### src/design/pas_pkg.sv
// Package for the per-port management register subset.
// Assumes one core clock; every file that uses it refers to it as pas_pkg::name.
package pas_pkg;

    // ==========================================================
    // Port addressing
    localparam int PORT_COUNT = 5;
    localparam logic [4:0] PHY_ADDR_FIRST = 5'h01;
    localparam logic [4:0] PHY_ADDR_LAST = 5'h05;

    // ==========================================================
    // Register offsets
    localparam logic [4:0] REG_LOCAL_CAP = 5'h04;
    localparam logic [4:0] REG_PARTNER_CAP = 5'h05;
    localparam logic [4:0] REG_SPECIAL = 5'h1F;

    // ==========================================================
    // Field positions
    localparam int CAP_PAUSE_BIT = 10;
    localparam int CAP_F100_BIT = 8;
    localparam int CAP_H100_BIT = 7;
    localparam int CAP_F10_BIT = 6;
    localparam int CAP_H10_BIT = 5;
    localparam int MODE_LSB = 8;
    localparam int RSVD_RW_LSB = 6;
    localparam int POL_REV_BIT = 5;
    localparam int MDI_BIT = 4;
    localparam int FORCE_LINK_BIT = 3;
    localparam int POWER_SAVE_BIT = 2;
    localparam int LOOPBACK_BIT = 1;
    localparam logic [4:0] SELECTOR_VAL = 5'h01;

    // ==========================================================
    // Reset values
    localparam logic [4:0] LOCAL_CAP_RST = 5'h1F;
    localparam logic [4:0] PARTNER_CAP_RST = 5'h00;
    localparam logic [1:0] RSVD_RW_RST = 2'h0;
    localparam logic [2:0] MODE_RST = 3'h0;

    // ==========================================================
    // Serial frame constants
    localparam logic [5:0] PREAMBLE_ONES = 6'h20;
    localparam logic [4:0] HDR_LAST = 5'h0C;
    localparam logic [4:0] DATA_LAST = 5'h0F;
    localparam logic [1:0] OP_READ = 2'h2;
    localparam logic [1:0] OP_WRITE = 2'h1;

    // Reported operating mode codes
    typedef enum logic [2:0] {
        MODE_NEGOTIATING = 3'h1,
        MODE_10_HALF = 3'h2,
        MODE_100_HALF = 3'h3,
        MODE_10_FULL = 3'h5,
        MODE_100_FULL = 3'h6,
        MODE_ISOLATED = 3'h7
    } pas_mode_t;

    // Frame parser states, Gray along the path
    typedef enum logic [1:0] {
        FR_PREAMBLE = 2'h0,
        FR_HEADER = 2'h1,
        FR_TURN = 2'h3,
        FR_DATA = 2'h2
    } pas_frame_state_t;

    // Duplex and pause abilities, offered or announced
    typedef struct packed {
        logic pause;
        logic f100;
        logic h100;
        logic f10;
        logic h10;
    } pas_cap_t;

    // Line state reported by the port's physical layer
    typedef struct packed {
        logic an_busy;
        logic isolate;
        logic speed100;
        logic full_dup;
        logic pol_rev;
        logic mdi;
    } pas_line_t;

    // Decoded management access
    typedef struct packed {
        logic [4:0] phy;
        logic [4:0] regad;
        logic [15:0] data;
    } pas_req_t;

endpackage

### src/design/pas_mdio_frame.sv
// Management serial frame parser and read-data driver.
// Assumes the management clock pin is slow and sampled by the core clock.
`timescale 1ns/1ps
module pas_mdio_frame (
    input wire logic core_clk_i, // Core clock
    input wire logic arst_n_i, // Async reset, active low
    input wire logic mdc_i, // Management clock pin
    input wire logic mdio_i, // Management data in
    output logic mdio_o, // Management data out
    output logic mdio_oe_o, // High while driving data pin
    output logic rd_stb_o, // Read request pulse
    output logic wr_stb_o, // Write request pulse
    output pas_pkg::pas_req_t req_o, // Address and write data
    input wire logic [15:0] rdata_i // Read data for request
);

    pas_pkg::pas_frame_state_t state;
    logic mdc_q;
    logic rise;
    logic [5:0] ones;
    logic [4:0] cnt;
    logic [12:0] hdr;
    logic [15:0] sh;
    logic hit;

    // ==========================================================
    // Clock edge detect
    always_ff @(posedge core_clk_i or negedge arst_n_i)
    begin
        if (!arst_n_i)
            mdc_q <= 1'b0;
        else
            mdc_q <= mdc_i;
    end

    assign rise = mdc_i & ~mdc_q;
    // Only port addresses are answered
    assign hit = (hdr[9:5] >= pas_pkg::PHY_ADDR_FIRST) && (hdr[9:5] <= pas_pkg::PHY_ADDR_LAST);
    assign rd_stb_o = rise && (state == pas_pkg::FR_TURN) && (cnt == 5'h00)
                      && (hdr[11:10] == pas_pkg::OP_READ) && hit;
    assign wr_stb_o = rise && (state == pas_pkg::FR_DATA) && (cnt == pas_pkg::DATA_LAST)
                      && (hdr[11:10] == pas_pkg::OP_WRITE) && hit;
    assign req_o = '{phy: hdr[9:5], regad: hdr[4:0], data: {sh[14:0], mdio_i}};

    // ==========================================================
    // Frame sequencing on each management clock rise
    always_ff @(posedge core_clk_i or negedge arst_n_i)
    begin
        if (!arst_n_i)
        begin
            state <= pas_pkg::FR_PREAMBLE;
            ones <= 6'h00;
            cnt <= 5'h00;
            hdr <= 13'h0000;
            sh <= 16'h0000;
            mdio_o <= 1'b0;
            mdio_oe_o <= 1'b0;
        end
        else if (rise)
        begin
            unique case (state)
                pas_pkg::FR_PREAMBLE:
                begin
                    if (mdio_i)
                        ones <= (ones == pas_pkg::PREAMBLE_ONES) ? ones : ones + 6'h01;
                    else
                    begin
                        ones <= 6'h00;
                        cnt <= 5'h00;
                        if (ones == pas_pkg::PREAMBLE_ONES)
                            state <= pas_pkg::FR_HEADER;
                    end
                end
                pas_pkg::FR_HEADER:
                begin
                    hdr <= {hdr[11:0], mdio_i};
                    cnt <= cnt + 5'h01;
                    if (cnt == pas_pkg::HDR_LAST)
                    begin
                        cnt <= 5'h00;
                        // Start bit 1 and a known opcode, else drop the frame
                        if (hdr[11] && (hdr[10:9] == pas_pkg::OP_READ
                                        || hdr[10:9] == pas_pkg::OP_WRITE))
                            state <= pas_pkg::FR_TURN;
                        else
                            state <= pas_pkg::FR_PREAMBLE;
                    end
                end
                pas_pkg::FR_TURN:
                begin
                    if (cnt == 5'h00)
                    begin
                        cnt <= 5'h01;
                        if (rd_stb_o)
                        begin
                            sh <= rdata_i;
                            mdio_oe_o <= 1'b1;
                            mdio_o <= 1'b0;
                        end
                    end
                    else
                    begin
                        cnt <= 5'h00;
                        mdio_o <= sh[15];
                        state <= pas_pkg::FR_DATA;
                    end
                end
                pas_pkg::FR_DATA:
                begin
                    sh <= {sh[14:0], mdio_i};
                    mdio_o <= sh[14];
                    cnt <= cnt + 5'h01;
                    if (cnt == pas_pkg::DATA_LAST)
                    begin
                        mdio_oe_o <= 1'b0;
                        mdio_o <= 1'b0;
                        state <= pas_pkg::FR_PREAMBLE;
                    end
                end
            endcase
        end
    end

endmodule

### src/design/pas_mode_enc.sv
// Operating mode encoder for one port.
// Assumes line state inputs synchronous to the core clock.
`timescale 1ns/1ps
module pas_mode_enc (
    input wire logic core_clk_i, // Core clock
    input wire logic arst_n_i, // Async reset, active low
    input wire pas_pkg::pas_line_t line_i, // Port line state
    output logic [2:0] mode_o // Registered mode code
);

    // ==========================================================
    // Mode resolution, isolation first
    always_ff @(posedge core_clk_i or negedge arst_n_i)
    begin
        if (!arst_n_i)
            mode_o <= pas_pkg::MODE_RST;
        else if (line_i.isolate)
            mode_o <= pas_pkg::MODE_ISOLATED;
        else if (line_i.an_busy)
            mode_o <= pas_pkg::MODE_NEGOTIATING;
        else if (line_i.speed100)
            mode_o <= line_i.full_dup ? pas_pkg::MODE_100_FULL : pas_pkg::MODE_100_HALF;
        else
            mode_o <= line_i.full_dup ? pas_pkg::MODE_10_FULL : pas_pkg::MODE_10_HALF;
    end

endmodule

### src/design/pas_phy_regs.sv
// Per-port management register subset: offered abilities, partner
// abilities, and the special control and status register.
// Assumes a station manager on the management serial pins and the
// port physical layers beside it, all synchronous to the core clock.
`timescale 1ns/1ps

module pas_phy_regs (
    input wire logic core_clk_i, // Core clock, 10 MHz
    input wire logic arst_n_i, // Async reset, active low
    input wire logic mdc_i, // Management clock pin
    input wire logic mdio_i, // Management data pin in
    output logic mdio_o, // Management data pin out
    output logic mdio_oe_o, // High while driving data pin
    input wire pas_pkg::pas_line_t [pas_pkg::PORT_COUNT-1:0] line_i, // Line state per port
    input wire logic [pas_pkg::PORT_COUNT-1:0] link_detect_i, // Raw link detect per port
    input wire pas_pkg::pas_cap_t [pas_pkg::PORT_COUNT-1:0] partner_i, // Announced abilities
    input wire logic [pas_pkg::PORT_COUNT-1:0] partner_stb_i, // Partner page received
    output pas_pkg::pas_cap_t [pas_pkg::PORT_COUNT-1:0] local_cap_o, // Abilities to offer
    output logic [pas_pkg::PORT_COUNT-1:0] force_link_pass_o, // Forced link pass
    output logic [pas_pkg::PORT_COUNT-1:0] link_pass_o, // Link treated as passing
    output logic [pas_pkg::PORT_COUNT-1:0] power_save_o, // Power save enable
    output logic [pas_pkg::PORT_COUNT-1:0] remote_loopback_o // Line loopback enable
);

    localparam int N = pas_pkg::PORT_COUNT;

    logic wr_stb;
    pas_pkg::pas_req_t req;
    logic [15:0] rdata;
    logic [2:0] idx;
    pas_pkg::pas_cap_t local_cap_q [N];
    pas_pkg::pas_cap_t partner_q [N];
    logic [1:0] rsvd_rw_q [N];
    logic [N-1:0] force_q;
    logic [N-1:0] power_save_q;
    logic [N-1:0] loopback_q;
    logic [N-1:0] pol_rev_q;
    logic [N-1:0] mdi_q;
    logic [2:0] mode_q [N];

    // ==========================================================
    // Helpers
    // Port index from management address, first port at 0x1
    function automatic logic [2:0] port_of(input logic [4:0] phy);
        logic [4:0] diff;
        diff = phy - pas_pkg::PHY_ADDR_FIRST;
        return diff[2:0];
    endfunction

    // Place an ability set into its register bit positions
    function automatic logic [15:0] cap_word(input pas_pkg::pas_cap_t cap);
        logic [15:0] w;
        w = 16'h0000;
        w[pas_pkg::CAP_PAUSE_BIT] = cap.pause;
        w[pas_pkg::CAP_F100_BIT] = cap.f100;
        w[pas_pkg::CAP_H100_BIT] = cap.h100;
        w[pas_pkg::CAP_F10_BIT] = cap.f10;
        w[pas_pkg::CAP_H10_BIT] = cap.h10;
        w[4:0] = pas_pkg::SELECTOR_VAL;
        return w;
    endfunction

    // ==========================================================
    // Serial frame handling
    pas_mdio_frame u_frame (
        .core_clk_i(core_clk_i),
        .arst_n_i(arst_n_i),
        .mdc_i(mdc_i),
        .mdio_i(mdio_i),
        .mdio_o(mdio_o),
        .mdio_oe_o(mdio_oe_o),
        .rd_stb_o(), // Read strobe is consumed inside the parser
        .wr_stb_o(wr_stb),
        .req_o(req),
        .rdata_i(rdata)
    );

    assign idx = port_of(req.phy);

    // ==========================================================
    // Per-port mode encoders and sampled status flags
    for (genvar p = 0; p < N; p++)
    begin : g_port
        pas_mode_enc u_mode (
            .core_clk_i(core_clk_i),
            .arst_n_i(arst_n_i),
            .line_i(line_i[p]),
            .mode_o(mode_q[p])
        );
    end

    // Polarity and crossover status, sampled
    always_ff @(posedge core_clk_i or negedge arst_n_i)
    begin
        if (!arst_n_i)
        begin
            pol_rev_q <= '0;
            mdi_q <= '0;
        end
        else
        begin
            for (int p = 0; p < N; p++)
            begin
                pol_rev_q[p] <= line_i[p].pol_rev;
                mdi_q[p] <= line_i[p].mdi;
            end
        end
    end

    // ==========================================================
    // Offered abilities, software writable
    always_ff @(posedge core_clk_i or negedge arst_n_i)
    begin
        if (!arst_n_i)
        begin
            for (int p = 0; p < N; p++)
                local_cap_q[p] <= pas_pkg::LOCAL_CAP_RST;
        end
        else if (wr_stb && req.regad == pas_pkg::REG_LOCAL_CAP)
        begin
            // Only writable bits land; selector and reserved stay fixed
            local_cap_q[idx].pause <= req.data[pas_pkg::CAP_PAUSE_BIT];
            local_cap_q[idx].f100 <= req.data[pas_pkg::CAP_F100_BIT];
            local_cap_q[idx].h100 <= req.data[pas_pkg::CAP_H100_BIT];
            local_cap_q[idx].f10 <= req.data[pas_pkg::CAP_F10_BIT];
            local_cap_q[idx].h10 <= req.data[pas_pkg::CAP_H10_BIT];
        end
    end

    // ==========================================================
    // Partner abilities, captured from negotiation only
    always_ff @(posedge core_clk_i or negedge arst_n_i)
    begin
        if (!arst_n_i)
        begin
            for (int p = 0; p < N; p++)
                partner_q[p] <= pas_pkg::PARTNER_CAP_RST;
        end
        else
        begin
            // No management write path reaches these flops
            for (int p = 0; p < N; p++)
                if (partner_stb_i[p])
                    partner_q[p] <= partner_i[p];
        end
    end

    // ==========================================================
    // Special control bits
    always_ff @(posedge core_clk_i or negedge arst_n_i)
    begin
        if (!arst_n_i)
        begin
            force_q <= '0;
            power_save_q <= '0;
            loopback_q <= '0;
            for (int p = 0; p < N; p++)
                rsvd_rw_q[p] <= pas_pkg::RSVD_RW_RST;
        end
        else if (wr_stb && req.regad == pas_pkg::REG_SPECIAL)
        begin
            // Mode, polarity and crossover bits are not written
            force_q[idx] <= req.data[pas_pkg::FORCE_LINK_BIT];
            power_save_q[idx] <= req.data[pas_pkg::POWER_SAVE_BIT];
            loopback_q[idx] <= req.data[pas_pkg::LOOPBACK_BIT];
            rsvd_rw_q[idx] <= req.data[pas_pkg::RSVD_RW_LSB +: 2];
        end
    end

    // ==========================================================
    // Controls toward the port
    always_ff @(posedge core_clk_i or negedge arst_n_i)
    begin
        if (!arst_n_i)
            link_pass_o <= '0;
        else
            link_pass_o <= force_q | link_detect_i;
    end

    assign force_link_pass_o = force_q;
    assign power_save_o = power_save_q;
    assign remote_loopback_o = loopback_q;

    // Offered abilities toward negotiation
    always_comb
    begin
        for (int p = 0; p < N; p++)
            local_cap_o[p] = local_cap_q[p];
    end

    // ==========================================================
    // Read data, writable reserved bits read back, unlisted bits read zero
    always_comb
    begin
        rdata = 16'h0000;
        unique case (req.regad)
            pas_pkg::REG_LOCAL_CAP:
                rdata = cap_word(local_cap_q[idx]);
            pas_pkg::REG_PARTNER_CAP:
                rdata = cap_word(partner_q[idx]);
            pas_pkg::REG_SPECIAL:
            begin
                rdata[pas_pkg::MODE_LSB +: 3] = mode_q[idx];
                rdata[pas_pkg::RSVD_RW_LSB +: 2] = rsvd_rw_q[idx];
                rdata[pas_pkg::POL_REV_BIT] = pol_rev_q[idx];
                rdata[pas_pkg::MDI_BIT] = mdi_q[idx];
                rdata[pas_pkg::FORCE_LINK_BIT] = force_q[idx];
                rdata[pas_pkg::POWER_SAVE_BIT] = power_save_q[idx];
                rdata[pas_pkg::LOOPBACK_BIT] = loopback_q[idx];
            end
            default:
                rdata = 16'h0000;
        endcase
    end

endmodule

### config.mk
export PLATFORM = sky130hd
export DESIGN_NAME = pas_phy_regs
export DESIGN_NICKNAME = d
export VERILOG_FILES = /design/src/design/pas_pkg.sv /design/src/design/pas_mdio_frame.sv /design/src/design/pas_mode_enc.sv /design/src/design/pas_phy_regs.sv
export SDC_FILE = /design/constraint.sdc
export NUM_CORES = 1
export LEC_CHECK = 0
export BUFFER_PORTS_ARGS = -buffer_cell sky130_fd_sc_hd__buf_2
export CORE_UTILIZATION = 40
export DETAILED_ROUTE_END_ITERATION = 10
export PLACE_DENSITY = 0.68
export SLEW_MARGIN = 20
export SYNTH_ARGS = -nofsm -noshare
export SYNTH_HDL_FRONTEND = slang
export SYNTH_SLANG_ARGS = --single-unit
### constraint.sdc
create_clock -name core_clk_i -period 5.7 [get_ports core_clk_i]
set_clock_uncertainty 0.15 [all_clocks]
set_input_delay 1.71 -clock core_clk_i [delete_from_list [all_inputs] [get_ports core_clk_i]]
set_output_delay 1.71 -clock core_clk_i [all_outputs]
set_load 0.02 [all_outputs]
# After elaboration in Yosys (flattened, before gate mapping)
# Index checks and enable logic that the tools add are counted.
# W data, S select, Z words.
# classes
addsub,3
magnitude_cmp,6
n_eq_ne,22
mux,96
bitwise_logic,4
n_reduce_logical,26
# ops
op,count
$bwmux W25,5
$mux W3,28
$demux W5 S3,5
$mux W5,7
$mux W16,2
$pmux W16 S2,1
$bmux W5 S3,2
$pmux W10 S3,1
$mux W2,10
$pmux W5 S4,1
$bmux W1 S3,5
$bwmux W5,3
$mux W1,15
$logic_and A1 B1 Y1,14
$mux W6,2
$bwmux W10,1
$eq A5 B3 Y1 const B,2
$eq A5 B4 Y1 const B,2
$ne A2 B2 Y1 const B,5
$bmux W3 S3,1
$eq A2 B2 Y1 const B,4
$pmux W2 S4,1
$add A6 B1 Y6 const B,1
$bmux W2 S3,1
31 further kinds,38
# word_totals
reg_bits,149
input_bits,69
out_inout_bits,47
elab_cells,231

# Logic depth before layout (Yosys ltp)
# Gate-level depths: netlist (run 1).
# logic_depth
ltp_word,11
ltp_mapped,10
depth_no_buf,8

# Cells and area by module
# Synthesis (run 1) repeated with hierarchy kept, for this count alone.
# unflattened
cells_unflattened,611
area_unflattened_um2,7574.8
# modules_own_cells
module,instances,cells_per_inst,area_each_um2,seq_area_each_um2
pas_phy_regs,1,349,4428.0,2283.4
pas_mdio_frame,1,217,2558.7,1101.1
pas_mode_enc,5,9,117.6,75.1

# Least setup slack after synthesis (run 1)
# Ideal clock, no wire load.
# synth_path
path_type,input port to flip-flop
from,input mdc_i
to,register force_q[1] (netlist: force_link_pass_o[1])
setup_ns,0.125
arrival_time_ns,3.107
t_required_ns,5.425
path_slack_ns,2.317
path_stages,8
n_path_buf,3
cell_sequence,nor2b_1 > buf_2 > and4_1 > buf_1 > nand2_1 > or3_1 > buf_6 > mux2_4
# synth_between
elab_chain_cells,6
# synth_rtl
item,line,source
start: declaration,pas_phy_regs.sv:10,"input wire logic mdc_i,"
$and A1 B1 Y1,pas_mdio_frame.sv:36,assign rise = mdc_i & ~mdc_q;
$logic_and A1 B1 Y1 (2 in series),pas_mdio_frame.sv:41,assign wr_stb_o = rise && (state == pas_pkg::FR_DATA) && (cnt == pas_pkg::DATA_LAST)
$logic_and A1 B1 Y1 (2 in series),pas_mdio_frame.sv:42,&& (hdr[11:10] == pas_pkg::OP_WRITE) && hit;
$logic_and A1 B1 Y1,pas_phy_regs.sv:160,else if (wr_stb && req.regad == pas_pkg::REG_SPECIAL)
end signal: indexed assignment,pas_phy_regs.sv:163,force_q[idx] <= req.data[pas_pkg::FORCE_LINK_BIT];
end: declaration,pas_phy_regs.sv:34,logic [N-1:0] force_q;
# No other way between the ends.
# A chain may end at the register's enable or synchronous reset.

# Final worst setup path (run 1)
# layout_path
from,input mdc_i
to,register u_frame.sh[10]
# layout_between
elab_chain_cells,7
# layout_rtl
item,line,source
$and A1 B1 Y1 *,pas_mdio_frame.sv:36,
$logic_and A1 B1 Y1 (2 in series),pas_mdio_frame.sv:39,assign rd_stb_o = rise && (state == pas_pkg::FR_TURN) && (cnt == 5'h00)
$logic_and A1 B1 Y1 (2 in series),pas_mdio_frame.sv:40,&& (hdr[11:10] == pas_pkg::OP_READ) && hit;
$ne A2 B1 Y1 (no line),-,
$reduce_and A4 Y1 (no line) *,-,
end signal: assignment,pas_mdio_frame.sv:96,sh <= rdata_i;
end signal: assignment,pas_mdio_frame.sv:110,"sh <= {sh[14:0], mdio_i};"
end: declaration,pas_mdio_frame.sv:23,logic [15:0] sh;
# Every way passes the cells marked *; elsewhere a longest branch is shown, timed or not.

==> metrics.yaml, run 1 <==
logic_synthesis:
  synth_area_um2: 7149
  syn-instance-count: 588
  ys_types: 63
  synth-edff-count: 0
  synthArstFlopShare: 1.000
  yosys_warnings: 0
  post_synth.cell_area_avg_um2: 12.16
  synth_ff_type: "dfrtp_1"
  syn_nets: 669
  ys_ff_latch: 149
  yosysSeqAreaShare: 0.5259
floorplanning:
  die_h_um: 135.7
  ios: 116
  dieArea_um2: 18410
  row_count: 48
  start_util: 0.4119
  core_area_um2: 17360
  die_x_um: 135.7
detailed_routing:
  wirelength_um: 16330
  wl_met3_um: 972
  wl_met1_um: 7181
  wl_met2_um: 7986
  vias_per_cell: 5.419
  first_iter_violations: 309
  dr.max_layer_used: "met4"
  ant_nets: 0
  wl_per_cell_um: 17.35
  post-route-drc-count: 0
  drtPass1Iterations: 5
  vias: 5099
outcome:
  status: "finished clean"
cts:
  htree_levels: 4
  post_cts_buffers: 0
  clk_pin_slew_ns: 0.06
  cts_tree: "yes"
  cts_made_buffers: 17
  cts_buffer_depth: 2
  ctsHoldBuffers: 0
  insertion_delay_ns: 0.42
  cts_root_buf: "clkbuf_16"
  clkSinkCount: 149
  cts_resized: 0
worst_setup_path:
  endpoint: "u_frame.sh[10]"
  end_kind: "register"
  cp_top_family: "simple AND/OR/NAND/NOR gates"
  crit_cells: 6
  critPathLaunch: "mdc_i"
  r2r_cells: 7
  crit_chain: "buf_2, nor2b_1, and2_1, a21boi_2, nor2b_1, a31oi_1"
  slowest_stage: "a21boi_2"
  rrSetupSlack_ns: 2.63
  cp_common_cell: "nor2b_1"
  crit_buf_inv: 1
  critPathRequiredTime_ns: 5.84
  crit_path_max_fanout: 28
  r2r-end: "force_link_pass_o[1]"
  crit_arrival_ns: 3.98
  r2r_start: "u_frame.hdr[5]"
  crit_type: "in -> reg"
  cp_slowest_stage_delay_ns: 0.83
  crit_path_start_kind: "input pin"
global_routing:
  antenna_found_initial: 0
  grt_first_pass_wirelength_um: 26770
  grt_max_degree: 73
  grt_pass1_vias: 5237
  gr-total-overflow: 0
  grt_usage: 0.1914
timing:
  slew_headroom: 0.3249
  final_max_slew_viol_count: 0
  tightest_slew_ns: 1.007
  fin_crit_ns: 3.840
  fin_crit_sh: 0.6737
  setup_ws_ns: 1.860
  fmax_mhz: 260.4
  finalSetupViolCount: 0
  finalHoldViolations: 0
  final.setup.tns_ns: 0
  grt_setup_unrepaired: "false"
final_layout:
  layout_common_cells: "dfrtp_1, buf_2, mux2_2"
  mostFrequentLayoutCell: "dfrtp_1"
  diodes: 0
  nNetsFinal: 785
  layout-area-overhead-vs-synth_pct: 20.25
  fin_util: 0.4953
  drive_gt1_frac: 0.4204
power:
  clkPwrFrac: 0.315
  power_frac_comb: 0.310
  p_int_mw: 2.464
  p_seq_frac: 0.374
  powerDensity_nw_per_um2: 444.4
  p_leak_nw: 3.975
  sw_frac_of_total: 0.3550
  switchingPower_mw: 1.356
  irDropWorstVdd_mv: 0.2836
flow_run:
  maxCapViolCount: 0
place:
  port_buffers: 115
  place_hpwl_um: 11700
  dp_slack_ns: 1.478
  globalplace.congestion: 0.8621
min_path:
  min_path_type: "reg -> reg"
[logic make-up (layout without fill, tap and decap cells)]
kind of cell / count (synthesis) / in the layout / share of synthesized area
AOI/OAI and AO/OA: 98 / 98 / 0.09311
xor gates and xnor gates: 3 / 3 / 0.006301
adders and majority gates: 12 / 12 / 0.02100
buffers and inverters: 54 / 182 / 0.03220
DFF: 149 / 149 / 0.5259
muxes: 121 / 121 / 0.2014
and+or+nand+nor: 151 / 151 / 0.1201
[metal layers]
metal	vias to the layer above	GRT usage
li1	2359	-
met1	2544	0.2490
met2	180	0.3067
met3	16	0.04901
met4	0	0.06991
met5	-	0
[final cells by class]
cell class	count	area, um2
clock buffer	18	429.2
inverter	28	105.1
clock inverter	13	205.2
sequential	149	3760
multi-input combinational	385	3174
fill	1517	8760
timing repair buffer	123	641.9
tap	225	281.5
[worst reg2reg max path: cells and delay by family, from the launching register on]
family / cells / cell delay, ns
xor gates and xnor gates: 1 / 0.26
adders and majority gates: 1 / 0.41
buffers and inverters: 2 / 0.57
DFF: 1 / 0.36
muxes: 1 / 0.35
and+or+nand+nor: 2 / 0.87
[power by group through the flow]
stage | Sequential, mW | Clock [mW] | Combinational (mW)
2_1_floorplan | 1.35 | 0 | 0.911
3_3_place_gp | 1.43 | 0 | 1.14
3_5_place_dp | 1.44 | 0 | 1.18
4_1_cts | 1.43 | 1.23 | 1.19
5_1_grt | 1.46 | 1.28 | 1.30
6_report | 1.43 | 1.20 | 1.19
[worst min path at each step]
stage / start / to / slack [ns] / depth (start not counted)
4_1_cts: partner_q[9] / partner_q[9] / 0.36 / 1
3_5_place_dp: partner_q[9] / partner_q[9] / 0.34 / 1
5_1_grt: partner_q[17] / partner_q[17] / 0.37 / 1
3_3_place_gp: u_frame.sh[13] / u_frame.sh[14] / 0.33 / 2
6_report: partner_q[9] / partner_q[9] / 0.35 / 1
2_1_floorplan: u_frame.sh[10] / u_frame.sh[11] / 0.31 / 2
[metrics by stage]
stage / cells / cell area [um2] / total power [mW] / hold slack, ns
2_1_floorplan: 588 / 7149 / 2.261 / 0.3134
3_3_place_gp: 910 / 7955 / 2.575 / 0.3322
3_5_place_dp: 910 / 7955 / 2.620 / 0.3424
4_1_cts: 941 / 8589 / 3.843 / 0.3557
5_1_grt: 941 / 8597 / 4.034 / 0.3732
6_report: 941 / 8597 / 3.820 / 0.3515
[state kept, by name (all words and copies together) (netlist names)]
name                  cells
local_cap_o              25
partner_q                25
u_frame.sh               16
g_port.u_mode.mode_o     15
u_frame.hdr              12
rsvd_rw_q                10
u_frame.ones              6
force_link_pass_o         5
link_pass_o               5
mdi_q                     5
pol_rev_q                 5
power_save_o              5
remote_loopback_o         5
u_frame.cnt               5
u_frame.state             2
u_frame.mdc_q             1
u_frame.mdio_o            1
u_frame.mdio_oe_o         1
[Yosys cell counts (3+ instances only)]
library cell,n,area (um2)
o2111ai_1,3,26.28
a21oi_1,17,85.08
ha_1,12,150.1
nor3_1,8,40.04
o221ai_1,6,52.55
or2_2,5,31.28
a22oi_1,8,60.06
nand2_1,43,161.4
a31oi_1,7,43.79
and2_1,4,25.02
a21o_1,7,52.55
nor2_1,22,82.58
clkbuf_1,9,33.78
or3_1,3,18.77
nand3_1,25,125.1
dfstp_2,25,656.9
nor2b_1,11,68.82
nor4_4,4,85.08
mux4_2,7,157.7
o21ai_0,26,130.1
nand4_1,6,37.54
o21bai_1,5,37.54
mux2_4,5,75.07
inv_1,27,101.4
mux2_2,93,1047
nand2b_1,3,18.77
dfrtp_1,124,3103
mux2i_1,16,160.2
buf_2,13,65.06
No activity file was read; power rests on OpenSTA's default activity.
==> run 2, diff against run 1 <==
==> constraint.sdc (replaced) <==
create_clock -name core_clk_i -period 3.8 [get_ports core_clk_i]
set_clock_uncertainty 0.15 [all_clocks]
set_input_delay 1.14 -clock core_clk_i [delete_from_list [all_inputs] [get_ports core_clk_i]]
set_output_delay 1.14 -clock core_clk_i [all_outputs]
set_load 0.02 [all_outputs]
==> run 2 against run 1 <==
Register-to-register slack worse by 1.8 ns; sequential power up 50%; non-clock buffer count is 4 higher; cell area fell by 0.23%; power grew 45%.
==> metrics.yaml, run 2 (synthesis gave the netlist of run 1 again) <==
final_layout:
  nNetsFinal: 789
  diodes: 0
  layout_common_cells: "dfrtp_1, buf_2, mux2_2"
  drive_gt1_frac: 0.4216
  fill_cells: 1544
  layout-area-overhead-vs-synth_pct: 19.97
  fin_util: 0.4942
  mostFrequentLayoutCell: "dfrtp_1"
global_routing:
  gr-usage-met2: 0.3152
  grt_use_met3: 0.04190
  grtUsageMet1: 0.2501
  antenna_found_initial: 0
  grt_usage: 0.1944
  grt_busiest_layer: "met2"
  grt_first_pass_wirelength_um: 27250
  grt_max_degree: 78
  grt_pass1_vias: 5185
  gr-total-overflow: 0
power:
  p_seq_frac: 0.385
  power_frac_comb: 0.325
  switchingPower_mw: 2.027
  p_leak_nw: 3.978
  powerDensity_nw_per_um2: 646.6
  p_int_mw: 3.519
  sw_frac_of_total: 0.3655
  irDropWorstVdd_mv: 0.3799
  clkPwrFrac: 0.290
worst_setup_path:
  rrSetupSlack_ns: 0.80
  r2r-end: "power_save_o[1]"
  r2r_start: "u_frame.hdr[5]"
  end_kind: "register"
  crit_arrival_ns: 3.16
  crit_path_start_kind: "register"
  crit_type: "reg -> reg"
  critPathRequiredTime_ns: 3.96
  r2r_cells: 6
  crit_path_max_fanout: 12
detailed_routing:
  vias: 5140
  ant_nets: 0
  first_iter_violations: 258
  wl_per_cell_um: 17.68
  post-route-drc-count: 0
  wirelength_um: 16720
  vias_per_cell: 5.433
  drtPass1Iterations: 6
timing:
  setup_ws_ns: 0.7989
  final_max_slew_viol_count: 0
  fin_crit_ns: 3.001
  slew_headroom: 0.4871
  whs_ns: 0.3559
  finalHoldViolations: 0
  grt_setup_unrepaired: "false"
  tightest_slew_ns: 0.7681
  fin_crit_sh: 0.7898
  final.setup.tns_ns: 0
  fmax_mhz: 333.2
  finalSetupViolCount: 0
cts:
  insertion_delay_ns: 0.42
  clk_pin_slew_ns: 0.06
  cts_tree: "yes"
  clkSinkCount: 149
  cts_root_buf: "clkbuf_16"
  ctsHoldBuffers: 0
  cts_buffer_depth: 2
  post_cts_buffers: 0
  cts_resized: 0
  htree_levels: 4
  cts_made_buffers: 17
min_path:
  worstHoldStart: "partner_q[23]"
  hold_depth: 1
  min_to: "partner_q[23]"
  min_path_type: "reg -> reg"
floorplanning:
  dieArea_um2: 18410
  die_h_um: 135.7
  ios: 116
  die_x_um: 135.7
  start_util: 0.4119
  core_area_um2: 17360
  row_count: 48
flow_run:
  maxCapViolCount: 0
place:
  globalplace.congestion: 0.8527
  place_hpwl_um: 12030
  port_buffers: 115
  dp_slack_ns: 0.7241
outcome:
  status: "finished clean"
run 2: changes by cell type in the layout (fill, tap and decap cells not counted):
cell,change
clkinvlp_4,-1
inv_6,-1
clkinv_1,-1
bufinv_16,-5
buf_12,+1
buf_4,+3
clkbuf_16,+2
clkbuf_8,+3
clkbuf_1,+3
clkinv_2,+1
run 2: metrics by stage:
step	cell area [um2]	total power [mW]	std cells
after floorplan	7149	3.391	588
after global placement	7998	3.862	914
after detailed placement	7998	3.939	914
after CTS	8569	5.566	946
after global routing	8577	5.853	946
final	8577	5.546	946
run 2: layout make-up:
cell class | count | area, um2 | share of cell area
Tap cell | 225 | 281.5 | 0.03282
Timing Repair Buffer | 127 | 684.4 | 0.07980
Clock buffer | 26 | 531.8 | 0.06200
Multi-Input combinational cell | 385 | 3174 | 0.3701
Inverter | 28 | 105.1 | 0.01225
Sequential cell | 149 | 3760 | 0.4384
Clock inverter | 6 | 40.04 | 0.004668
run 2: metal layers:
| metal | part of all wire | up-vias |
|---|---|---|
| met5 | 0 | - |
| met4 | 0.019 | 0 |
| met3 | 0.057 | 22 |
| met2 | 0.48 | 179 |
| met1 | 0.44 | 2561 |
| li1 | - | 2378 |
run 2: how the worst max path moves through the flow:
stage          depth (start not counted)              endpoint  slack, ns            from
4_1_cts                                6       power_save_o[1]       0.85  u_frame.hdr[5]
2_1_floorplan                          8  force_link_pass_o[1]       0.99           mdc_i
3_5_place_dp                           6       u_frame.ones[2]       0.72          mdio_i
6_report                               6       power_save_o[1]       0.80  u_frame.hdr[5]
3_3_place_gp                           6       power_save_o[3]       0.78           mdc_i
5_1_grt                                6          rsvd_rw_q[7]       0.64  u_frame.hdr[5]
run 2: power by group through the flow:
stage               Combinational, mW  Sequential (mW)  Clock [mW]
floorplan                        1.37             2.03           0
CTS                              1.80             2.13        1.64
global placement                 1.72             2.14           0
global route                     1.97             2.18        1.70
finish                           1.80             2.14        1.61
detailed placement               1.78             2.16           0
run 2: critical path: stages, from the launching register on:
cell      delay [ns]
dfrtp_1         0.35
clkinv_1        0.20
ha_1            0.37
xnor2_2         0.53
nand2_1         0.35
or3_1           0.57
mux2_4          0.34
==> run 3, diff against run 2 <==
--- a/config.mk
+++ b/config.mk
@@ -8,7 +8,7 @@
 export BUFFER_PORTS_ARGS = -buffer_cell sky130_fd_sc_hd__buf_2
 export CORE_UTILIZATION = 40
 export DETAILED_ROUTE_END_ITERATION = 10
-export PLACE_DENSITY = 0.68
+export PLACE_DENSITY = 0.7
 export SLEW_MARGIN = 20
 export SYNTH_ARGS = -nofsm -noshare
 export SYNTH_HDL_FRONTEND = slang
==> constraint.sdc (replaced) <==
create_clock -name core_clk_i -period 2.6 [get_ports core_clk_i]
set_clock_uncertainty 0.15 [all_clocks]
set_input_delay 0.78 -clock core_clk_i [delete_from_list [all_inputs] [get_ports core_clk_i]]
set_output_delay 0.78 -clock core_clk_i [all_outputs]
set_load 0.02 [all_outputs]
==> run 3 against run 2 <==
Power is 54% higher; largest power group unchanged; critical endpoint is now force_link_pass_o[1]; largest cell class unchanged; routed wire length is 3.6% lower; non-clock buffer count is 28 higher; clock power is 52% higher.
==> metrics.yaml, run 3 (synthesis gave the netlist of run 1 again) <==
power:
  irDropWorstVdd_mv: 0.6009
  powerDensity_nw_per_um2: 965.7
  p_leak_nw: 4.136
timing:
  fin_crit_sh: 0.9624
  fmax_mhz: 399.6
  tightest_slew_ns: 0.7607
  finalHoldViolations: 0
  slew_headroom: 0.4921
  finalSetupViolCount: 0
  final_max_slew_viol_count: 0
  final.setup.tns_ns: 0
  grt_setup_unrepaired: "false"
  fin_crit_ns: 2.502
place:
  place_area_um2: 8235
  globalplace.congestion: 0.8085
  port_buffers: 115
  place_hpwl_um: 11710
  dp_cells: 942
floorplanning:
  start_util: 0.4119
  die_x_um: 135.7
  ios: 116
  row_count: 48
  die_h_um: 135.7
  dieArea_um2: 18410
  core_area_um2: 17360
detailed_routing:
  vias_per_cell: 5.205
  wl_met1_um: 7463
  wl_met2_um: 7527
  first_iter_violations: 298
  post-route-drc-count: 0
  ant_nets: 0
  drtPass1Iterations: 4
  wirelength_um: 16120
  dr.max_layer_used: "met4"
  vias: 5070
  wl_per_cell_um: 16.55
  wl_met3_um: 847
global_routing:
  grt_usage: 0.1900
  grt_pass1_vias: 5135
  grt_max_degree: 65
  grt_first_pass_wirelength_um: 26430
  antenna_found_initial: 0
  gr-total-overflow: 0
cts:
  ctsHoldBuffers: 0
  clk_pin_slew_ns: 0.06
  post_cts_buffers: 0
  cts_resized: 0
  cts_made_buffers: 17
  cts_tree: "yes"
  clkSinkCount: 149
  cts_buffer_depth: 2
  cts_root_buf: "clkbuf_16"
  htree_levels: 4
  insertion_delay_ns: 0.43
worst_setup_path:
  slowest_stage: "or4_4"
  critPathRequiredTime_ns: 2.76
  critPathLaunch: "u_frame.hdr[6]"
  crit_arrival_ns: 2.66
  r2r-end: "force_link_pass_o[1]"
  r2r_cells: 7
  rrSetupSlack_ns: 0.1
  r2r_start: "u_frame.hdr[6]"
  crit_type: "reg -> reg"
  crit_path_start_kind: "register"
  crit_path_max_fanout: 5
  crit_chain: "inv_1, ha_1, or4_4, o211ai_4, nand2b_4, or3_1, mux2_4"
  end_kind: "register"
  endpoint: "force_link_pass_o[1]"
  cp_slowest_stage_delay_ns: 0.57
final_layout:
  diodes: 0
  drive_gt1_frac: 0.4499
  nNetsFinal: 817
  layout_common_cells: "dfrtp_1, buf_2, mux2_2"
  fin_cells: 974
  mostFrequentLayoutCell: "dfrtp_1"
  fin_util: 0.5100
  layout-area-overhead-vs-synth_pct: 23.82
  final_area_um2: 8852
  fill_cells: 1538
flow_run:
  maxCapViolCount: 0
min_path:
  min_path_type: "in -> async"
outcome:
  status: "finished clean"
-- run 3: stage by stage --
step,setup slack [ns],power (mW),hold WS [ns]
final,0.09766,8.549,0.06325
after floorplan,0.1395,4.959,0.3134
after global placement,0.04543,6.023,0.3308
after detailed placement,0.02445,6.070,0.3404
after global routing,0.008188,9.032,0.06461
after CTS,0.06743,8.553,0.05396
-- run 3: worst max-delay path, delay by kind of cell (launching register included) --
kind,cells,cell delay (ns)
AOI/OAI and AO/OA,1,0.11
adders and majority gates,1,0.20
buffers and inverters,1,0.09
DFF,1,0.39
muxes,1,0.33
and+or+nand+nor,3,1.11
-- run 3: area by class of cell --
class | instances | area [um2] | share of cell area
Sequential cell | 149 | 3760 | 0.4247
Clock buffer | 24 | 493.0 | 0.05569
Timing Repair Buffer | 155 | 919.6 | 0.1039
Clock inverter | 8 | 95.09 | 0.01074
Inverter | 28 | 105.1 | 0.01187
Tap cell | 225 | 281.5 | 0.03180
Multi-Input combinational cell | 385 | 3198 | 0.3613
-- run 3: worst min-delay path by stage --
| stage | endpoint | depth (start not counted) |
|---|---|---|
| 5_1_grt | g_port[2].u_mode.mode_o[1] | 1 |
| 6_report | g_port[3].u_mode.mode_o[1] | 1 |
| 2_1_floorplan | u_frame.sh[11] | 2 |
| 3_3_place_gp | u_frame.sh[13] | 2 |
| 4_1_cts | g_port[3].u_mode.mode_o[1] | 1 |
| 3_5_place_dp | partner_q[21] | 1 |
-- run 3: report_power, final --
group	switching (mW)	leakage, nW	total, mW	internal [mW]
clock	0.933	0.290	2.45	1.52
combinational	1.68	2.07	3.03	1.35
sequential	0.397	1.78	3.07	2.67
total	3.01	4.14	8.55	5.54
-- run 3: layer usage --
metal  vias up  track usage
met5         -            0
li1       2431            -
met2       156       0.2985
met3        23      0.05200
met4         0      0.07553
met1      2460       0.2478
